**config.mk**
```make
export PLATFORM = sky130hd
export DESIGN_NAME = cdd_decoder
export DESIGN_NICKNAME = d
export VERILOG_FILES = /design/src/hdl/cdd_pkg.sv /design/src/hdl/cdd_decoder.sv
export VERILOG_INCLUDE_DIRS = /design/src /design/src/hdl
export SDC_FILE = /design/constraint.sdc
export NUM_CORES = 1
export LEC_CHECK = 0
export ABC_AREA = 1
export BUFFER_PORTS_ARGS = -buffer_cell sky130_fd_sc_hd__buf_4
export CAP_MARGIN = 5
export CORE_ASPECT_RATIO = 1.25
export CORE_MARGIN = 1.5
export CORE_UTILIZATION = 57
export CTS_BUF_LIST = sky130_fd_sc_hd__clkbuf_8
export DETAILED_ROUTE_END_ITERATION = 6
export GPL_ROUTABILITY_DRIVEN = 0
export GPL_TIMING_DRIVEN = 0
export PLACE_DENSITY = 0.8
export SLEW_MARGIN = 30
export SYNTH_ARGS = -nofsm -noshare
export SYNTH_HDL_FRONTEND = slang
export SYNTH_SLANG_ARGS = --single-unit
```
**constraint.sdc**
```tcl
create_clock -name CLK -period 2.7 [get_ports CLK]
set_clock_uncertainty 0.05 [all_clocks]
set_input_delay 0 -clock CLK [delete_from_list [all_inputs] [get_ports CLK]]
set_output_delay 0 -clock CLK [all_outputs]
set_load 0.02 [all_outputs]
```
**src/hdl/cdd_defines.svh**
```systemverilog
// Offsets, field positions and reset values of the class word decoder.
// Included by the package and the decoder; defines only.
`ifndef CDD_DEFINES_SVH
`define CDD_DEFINES_SVH

// Register byte addresses
`define CDD_ADDR_WORD 8'h00
`define CDD_ADDR_STATUS 8'h04
`define CDD_ADDR_MASK 8'h08
`define CDD_ADDR_RESULT 8'h0C
`define CDD_ADDR_SERCNT 8'h10

// Class word field positions
`define CDD_FMT_MSB 1
`define CDD_FMT_LSB 0
`define CDD_MINOR_MSB 7
`define CDD_MINOR_LSB 2
`define CDD_MAJOR_MSB 12
`define CDD_MAJOR_LSB 8
`define CDD_LIMDISC_BIT 13
`define CDD_SVCRSV_MSB 15
`define CDD_SVCRSV_LSB 14
`define CDD_SVCCAT_MSB 23
`define CDD_SVCCAT_LSB 16
`define CDD_TOP_MSB 31
`define CDD_TOP_LSB 24

// Format codes
`define CDD_FMT_FIRST 2'h0
`define CDD_FMT_EXTEND 2'h3

// Status and mask bit positions
`define CDD_EV_DONE 0
`define CDD_EV_FMT 1
`define CDD_EV_MAJOR 2
`define CDD_EV_MINOR 3
`define CDD_EV_RSVBITS 4
`define CDD_EV_N 5

// Reset values and the serial count of the last bit
`define CDD_WORD_RST 32'h0000_0000
`define CDD_MASK_RST 5'h00
`define CDD_LAST_SER_CNT 5'h1F

`endif

```
**src/hdl/cdd_pkg.sv**
```systemverilog
// Types shared by the class word decoder and its bench.
// Assumes cdd_defines.svh is on the include path.
`include "cdd_defines.svh"

package cdd_pkg;

    typedef enum logic [4:0] {
        CDD_MAJ_MISC = 5'h00,
        CDD_MAJ_COMPUTER = 5'h01,
        CDD_MAJ_PHONE = 5'h02,
        CDD_MAJ_NETAP = 5'h03,
        CDD_MAJ_AUDIOVIDEO = 5'h04,
        CDD_MAJ_PERIPH = 5'h05,
        CDD_MAJ_IMAGING = 5'h06,
        CDD_MAJ_UNCAT = 5'h1F
    } cdd_major_t;

    // One-hot major: [0] misc .. [6] imaging, [7] uncategorized
    // One-hot minor: [0] uncategorized .. [6] wearable / card reader
    typedef struct packed {
        logic vld;
        logic [1:0] fmt;
        logic fmt_unsup;
        logic fmt_ext;
        logic lim_disc;
        logic [1:0] svc_rsvd;
        logic [7:0] svc_cat;
        logic [4:0] major;
        logic [7:0] major_oh;
        logic major_rsvd;
        logic [5:0] minor;
        logic [6:0] minor_oh;
        logic minor_rsvd;
        logic bits_rsvd;
    } cdd_dec_t;

    typedef struct packed {
        cdd_dec_t dec;
        logic [31:0] word;
        logic [`CDD_EV_N-1:0] sts;
        logic [`CDD_EV_N-1:0] mask;
        logic irq;
        logic [31:0] rdata;
        logic [31:0] sh;
        logic [4:0] cnt;
    } cdd_state_t;

endpackage : cdd_pkg

```
**src/hdl/cdd_decoder.sv**
```systemverilog
// Class-of-device word decoder with register port and serial input.
// Assumes one 10 MHz clock, synchronous inputs, bus master per house rules.
//
// What this block does
// Take a 32-bit class word, split into service, major and minor fields.
// Format type starts at bit 0; pair 11 means the field extends.
// Apply first layout only for format 00; flag others unsupported.
// Eleven service bits are an independent mask, any may be set.
// Supplier drives reserved and unassigned bits to zero.
// Serial words travel bit 0 first, ascending.
// Service bit 13 is limited discoverable; bits 14 and 15 reserved.
// Service bits 16 to 23: positioning through information, in order.
// Major class is the five bits 12 down to 8.
// Major codes 0 to 6: misc, computer, phone, AP, A/V, periph, imaging.
// All-ones major is uncategorized; other unlisted codes flagged reserved.
// Minor field is bits 7 to 2, read only against the major class.
// Computer minors 0 to 6 decoded; others reserved.
// Phone minors 0 to 6 decoded; others reserved.
// Supplier encodes only the primary minor class.
// Outputs registered one clock after a valid word; reset clears them.
//
// Implementation choices: the address map and strobed register access.
`timescale 1ns/1ps
`include "cdd_defines.svh"

module cdd_decoder
    import cdd_pkg::*;
(
    input wire logic CLK,
    input wire logic RST_N,
    input wire logic COD_VALID,
    input wire logic [31:0] COD_WORD,
    input wire logic SER_BIT,
    input wire logic SER_STB,
    input wire logic [7:0] ADDR,
    input wire logic [31:0] WDATA,
    input wire logic WR,
    input wire logic RD,
    output logic [31:0] RDATA,
    output cdd_dec_t DEC_OUT,
    output logic IRQ
);

    ////////////////////////////////////////////////////////////////////////
    // Pure decode of one word

    function automatic cdd_dec_t decode(input logic [31:0] w);
        cdd_dec_t d;
        logic [4:0] maj;
        logic [5:0] mnr;
        d = '0;
        maj = w[`CDD_MAJOR_MSB:`CDD_MAJOR_LSB];
        mnr = w[`CDD_MINOR_MSB:`CDD_MINOR_LSB];
        d.vld = 1'b1;
        d.fmt = w[`CDD_FMT_MSB:`CDD_FMT_LSB];
        d.fmt_ext = (d.fmt == `CDD_FMT_EXTEND);
        d.fmt_unsup = (d.fmt != `CDD_FMT_FIRST);
        // Other formats keep only the format flags
        if (!d.fmt_unsup) begin
            d.lim_disc = w[`CDD_LIMDISC_BIT];
            d.svc_rsvd = w[`CDD_SVCRSV_MSB:`CDD_SVCRSV_LSB];
            d.svc_cat = w[`CDD_SVCCAT_MSB:`CDD_SVCCAT_LSB];
            d.major = maj;
            d.minor = mnr;
            d.bits_rsvd = (|d.svc_rsvd) | (|w[`CDD_TOP_MSB:`CDD_TOP_LSB]);
            case (maj)
                CDD_MAJ_MISC: d.major_oh = 8'h01;
                CDD_MAJ_COMPUTER: d.major_oh = 8'h02;
                CDD_MAJ_PHONE: d.major_oh = 8'h04;
                CDD_MAJ_NETAP: d.major_oh = 8'h08;
                CDD_MAJ_AUDIOVIDEO: d.major_oh = 8'h10;
                CDD_MAJ_PERIPH: d.major_oh = 8'h20;
                CDD_MAJ_IMAGING: d.major_oh = 8'h40;
                CDD_MAJ_UNCAT: d.major_oh = 8'h80;
                default: d.major_rsvd = 1'b1;
            endcase
            // Minors of other majors are passed raw, not judged
            if (maj == CDD_MAJ_COMPUTER || maj == CDD_MAJ_PHONE) begin
                if (mnr < 6'd7) begin
                    d.minor_oh = 7'(7'h01 << mnr[2:0]);
                end else begin
                    d.minor_rsvd = 1'b1;
                end
            end
        end
        return d;
    endfunction : decode

    ////////////////////////////////////////////////////////////////////////
    // Next state

    cdd_state_t s_q;
    cdd_state_t s_d;

    always_comb begin
        logic take;
        logic [31:0] w;
        logic [`CDD_EV_N-1:0] ev;
        logic [`CDD_EV_N-1:0] clr;
        s_d = s_q;
        take = 1'b0;
        w = s_q.word;
        ev = '0;
        clr = '0;
        s_d.dec.vld = 1'b0;
        s_d.rdata = 32'h0000_0000;
        // Serial shift, LSB first into the top
        if (SER_STB) begin
            s_d.sh = {SER_BIT, s_q.sh[31:1]};
            s_d.cnt = 5'(s_q.cnt + 5'd1);
        end
        // Parallel port wins over bus, bus over serial completion
        if (COD_VALID) begin
            take = 1'b1;
            w = COD_WORD;
        end else if (WR && ADDR == `CDD_ADDR_WORD) begin
            take = 1'b1;
            w = WDATA;
        end else if (SER_STB && s_q.cnt == `CDD_LAST_SER_CNT) begin
            take = 1'b1;
            w = {SER_BIT, s_q.sh[31:1]};
        end
        if (take) begin
            s_d.word = w;
            s_d.dec = decode(w);
            ev[`CDD_EV_DONE] = 1'b1;
            ev[`CDD_EV_FMT] = s_d.dec.fmt_unsup;
            ev[`CDD_EV_MAJOR] = s_d.dec.major_rsvd;
            ev[`CDD_EV_MINOR] = s_d.dec.minor_rsvd;
            ev[`CDD_EV_RSVBITS] = s_d.dec.bits_rsvd;
        end
        if (WR) begin
            case (ADDR)
                `CDD_ADDR_STATUS: clr = WDATA[`CDD_EV_N-1:0];
                `CDD_ADDR_MASK: s_d.mask = WDATA[`CDD_EV_N-1:0];
                `CDD_ADDR_SERCNT: s_d.cnt = 5'd0;
                default: clr = '0;
            endcase
        end
        // Set beats clear so no event is lost
        s_d.sts = (s_q.sts & ~clr) | ev;
        s_d.irq = |(s_d.sts & s_d.mask);
        if (RD) begin
            case (ADDR)
                `CDD_ADDR_WORD: s_d.rdata = s_q.word;
                `CDD_ADDR_STATUS: s_d.rdata = 32'(s_q.sts);
                `CDD_ADDR_MASK: s_d.rdata = 32'(s_q.mask);
                `CDD_ADDR_RESULT: s_d.rdata = {s_q.dec.svc_cat, 2'b00,
                    s_q.dec.bits_rsvd, s_q.dec.minor_rsvd, s_q.dec.major_rsvd,
                    s_q.dec.fmt_unsup, s_q.dec.lim_disc, s_q.dec.fmt_ext,
                    2'b00, s_q.dec.minor, 3'b000, s_q.dec.major};
                `CDD_ADDR_SERCNT: s_d.rdata = 32'(s_q.cnt);
                default: s_d.rdata = 32'h0000_0000;
            endcase
        end
    end

    ////////////////////////////////////////////////////////////////////////
    // State register

    always_ff @(posedge CLK or negedge RST_N) begin
        if (!RST_N) begin
            s_q <= '0;
        end else begin
            s_q <= s_d;
        end
    end

    assign RDATA = s_q.rdata;
    assign DEC_OUT = s_q.dec;
    assign IRQ = s_q.irq;

endmodule : cdd_decoder

```
==> flow_metrics.env <==
export IMPL_area_growth_pct=32.4
export IMPL_ys_types=39
export IMPL_grt_pass1_wl_um=36800
export IMPL_postSynthNetCount=1035
export IMPL_fin_hold_ws_ps=-26.1
export IMPL_grt_pass1_vias=7385
export IMPL_violations="negative hold slack"
export IMPL_slowest_delay_ps=380
export IMPL_viasPerCell=5.46
export IMPL_antenna_left=0
export IMPL_pin_count=157
export IMPL_comb_power_share_pct=26.2
export IMPL_clkTransAtPathRegs_ps=80
export IMPL_cts_buffers=17
export IMPL_multi_input_area_mm2=0.00293
export IMPL_clock_fmax_mhz=381
export IMPL_track_usage_pct=33.3
export IMPL_final_setup_worst_slack_ps=75.4
export IMPL_hp_class="primary input to flop"
export IMPL_fin_crit_sh_pct=97.2
export IMPL_seq_power_share_pct=46.5
export IMPL_crit_path_end="IRQ$_DFF_PN0_"
export IMPL_finalSetupViolCount=0
export IMPL_die_w_um=108
export IMPL_total_leakage_power_nw=5.30
export IMPL_r2r_start="s_q[0]$_DFF_PN0_"
export IMPL_worst_pin_slew_ps=740
export IMPL_status="complete, but fails checks"
export IMPL_die_area_mm2=0.0146
export IMPL_clkSinkCount=154
export IMPL_cts_tree="built"
export IMPL_switchingPower_w=0.00193
export IMPL_critPathMaxFanout=10
export IMPL_hpwl_um=16900
export IMPL_gr_total_overflow=0
export IMPL_startpoint="s_q[0]$_DFF_PN0_"
export IMPL_timing_final_crit_period_ps=2620
export IMPL_initial_core_util_pct=58.9
export IMPL_drt_wl_total_um=23600
export IMPL_antenna_found_initial=0
export IMPL_critPathSlowestCell="dfrtp_1"
export IMPL_ir_worst_vdd_uv=364
export IMPL_drive_gt1_share_pct=30.5
export IMPL_cts_root_buf="clkbuf_8"
export IMPL_die_h_um=135
export IMPL_nets=1283
export IMPL_ys_seq_elements=154
export IMPL_fillers=920
export IMPL_total_power_w=0.00593
export IMPL_maxCapViolCount=0
export IMPL_seq_area_mm2=0.00385
export IMPL_syn_area_per_cell_um2=8.28
export IMPL_worstPathArrival_ps=2910
export IMPL_r2r_end="IRQ$_DFF_PN0_"
export IMPL_port_buffers=154
export IMPL_dp_slack_ps=-185
export IMPL_start_kind="flop"
export IMPL_hold_violations=1
export IMPL_clock_power_share_pct=27.3
export IMPL_core_area_mm2=0.0134
export IMPL_clock_latency_ps=440
export IMPL_grt_max_degree=83
export IMPL_syn_area_mm2=0.00790
export IMPL_initialDrtViolationCount=660
export IMPL_cts_max_level=4
export IMPL_path_class="flop to flop"
export IMPL_max_slew_margin_pct=50.3
export IMPL_r2r_slack_ps=80
export IMPL_powerDensity_mw_per_mm2=567
export IMPL_wl_per_cell_um=17.1
export IMPL_rows=47
export IMPL_cp_common_cell="nand2_1"
export IMPL_r2r_cells=20
export IMPL_drc_errors=0
export IMPL_first_pass_iters=5
export IMPL_cts_buffer_depth=2
export IMPL_cp_end_kind="flop"
export IMPL_path_cells="ha_1, nand2_1, nor2_1, ha_2, nand2_4, buf_6, nand2_1, o21ai_0, nand2_1, nand3_1, nand2_2, nand2_1, nor2_1, nand3_2, nand2_1, nand2_1, nand2_1, nand2_1, inv_1, nand2_1"
export IMPL_synthCells=954
export IMPL_finalMaxSlewViolations=0
export IMPL_ys_warn_count=0
export IMPL_rsz0062_at_grt="yes"
export IMPL_setup_tns_ps=0
export IMPL_vias=7562
export IMPL_cp_required_ps=2980
export IMPL_p_int_w=0.00400
export IMPL_power_switching_share_pct=32.5
export IMPL_seq_area_frac_synth_pct=48.8
export IMPL_diodes=0
[per-layer routing]
layer | global-route usage (%) | vias up | wire length (um)
li1 | - | 3491 | -
met1 | 41.3 | 3576 | 9070
met2 | 55.2 | 415 | 11500
met3 | 8.06 | 80 | 2030
met4 | 14.9 | 0 | 1040
met5 | 0 | - | 0
[area by class of cell]
cell class / instances / area share [%]
Timing Repair Buffer: 228 / 18.3
Sequential cell: 154 / 36.9
Clock inverter: 12 / 0.970
Tap cell: 171 / 2.05
Inverter: 96 / 3.45
Buffer: 121 / 7.85
Multi-Input combinational cell: 584 / 28.0
Clock buffer: 19 / 2.50
[synth_stat cells, drive strengths merged]
cell type  number  area (um2)
nand2         242         948
dfrtp         154        3850
buf            94         691
inv            94         353
o21ai          91         467
nand3          66         353
nor2           51         254
or2            38         238
clkbuf         27         101
a21oi          23         130
o22ai          18         113
o211ai         11        87.6
a31oi           9        56.3
nand4           8        50.1
o31ai           8        60.1
a211oi          6        45.0
nor3            5        25.0
clkinv          2        7.51
ha              2        25.0
xor2            2        17.5
nand2b          1        6.26
nand3b          1        7.51
nor4            1        6.26
[power by group through the flow]
stage               Clock (W)  Sequential, W  Combinational (W)
global placement            0        0.00279            0.00133
detailed placement          0        0.00279            0.00137
floorplan                   0        0.00273           0.000887
CTS                   0.00162        0.00275            0.00149
finish                0.00162        0.00276            0.00155
global route          0.00172        0.00278            0.00171
[per-stage QoR]
stage               hold WS, ps  util, %  std cells  cell area [um2]
global placement            186     69.1       1279             9270
finish                    -26.1     77.9       1385            10500
detailed placement        -47.4     69.4       1280             9300
global route               13.6     77.9       1385            10500
floorplan                  -346        -        954             7900
CTS                        13.9     77.4       1380            10400
[layout by cell type (no fill, tap or decap), types with 3 or more instances in the layout]
cell type and count:
buf_4 239, nand2_1 227, dfrtp_1 154, inv_1 88, o21ai_0 71, dlygate4sd3_1 68, nand3_1 60, nor2_1 43
or2_2 38, clkbuf_1 21, a21oi_1 21, clkbuf_8 19, o22ai_1 18, o21ai_1 17, nand2_2 12, o211ai_1 10
a31oi_1 9, nand4_1 8, o31ai_1 8, inv_2 7, buf_2 6, a211oi_1 6, buf_6 5, nor3_1 5
nand3_2 5, clkbuf_2 5, nand2_4 4, clkinvlp_4 4, clkinv_2 4, nor2_2 3, nor2_4 3, o21ai_2 3
[sequential cells by signal, indices dropped and copies added, names as in the netlist]
signal / count
DEC_OUT: 44
IRQ: 1
RDATA: 32
s_q: 77
[worst max-delay path: cells and delay by family (launching register included)]
| family | cells | cell delay, ps |
|---|---|---|
| fa+ha+maj | 2 | 420 |
| simple gates | 15 | 1350 |
| compound gates | 1 | 70 |
| buf+inv | 2 | 220 |
| flops | 1 | 380 |
[kinds of logic (layout without fill, tap and decap cells)]
kind of cell             count (synthesis)  after routing  synth area share, %
AND/OR/NAND/NOR                        413            414                 23.9
buffers and inverters                  217            476                 14.6
AO/OA/AOI/OAI                          166            166                 12.1
flip-flops                             154            154                 48.8
adder cells (fa/ha/maj)                  2              2                0.317
XOR/XNOR                                 2              2                0.222
[how the worst min path moves through the flow]
stage	from	end	depth (start not counted)
floorplan	RST_N	DEC_OUT[0]$_DFFE_PN0P_	0
global placement	SER_BIT	s_q[36]$_DFFE_PN0P_	3
detailed placement	RST_N	RDATA[26]$_DFF_PN0_	1
CTS	WR	s_q[81]$_DFFE_PN0P_	5
global route	WDATA[9]	s_q[89]$_DFFE_PN0P_	5
finish	WDATA[9]	s_q[89]$_DFFE_PN0P_	5
[timing repair]
item | 4_1_cts | 5_1_grt
pin swaps | 1 | 3
resized for setup | 9 | 25
hold buffers | 68 | 0
cloned | 0 | 1
buffers inserted | 1 | 4
hold endpoints to repair | 221 | 0
endpoints found under the setup margin | 19 | 19
Power figures use the tool's default switching activity.
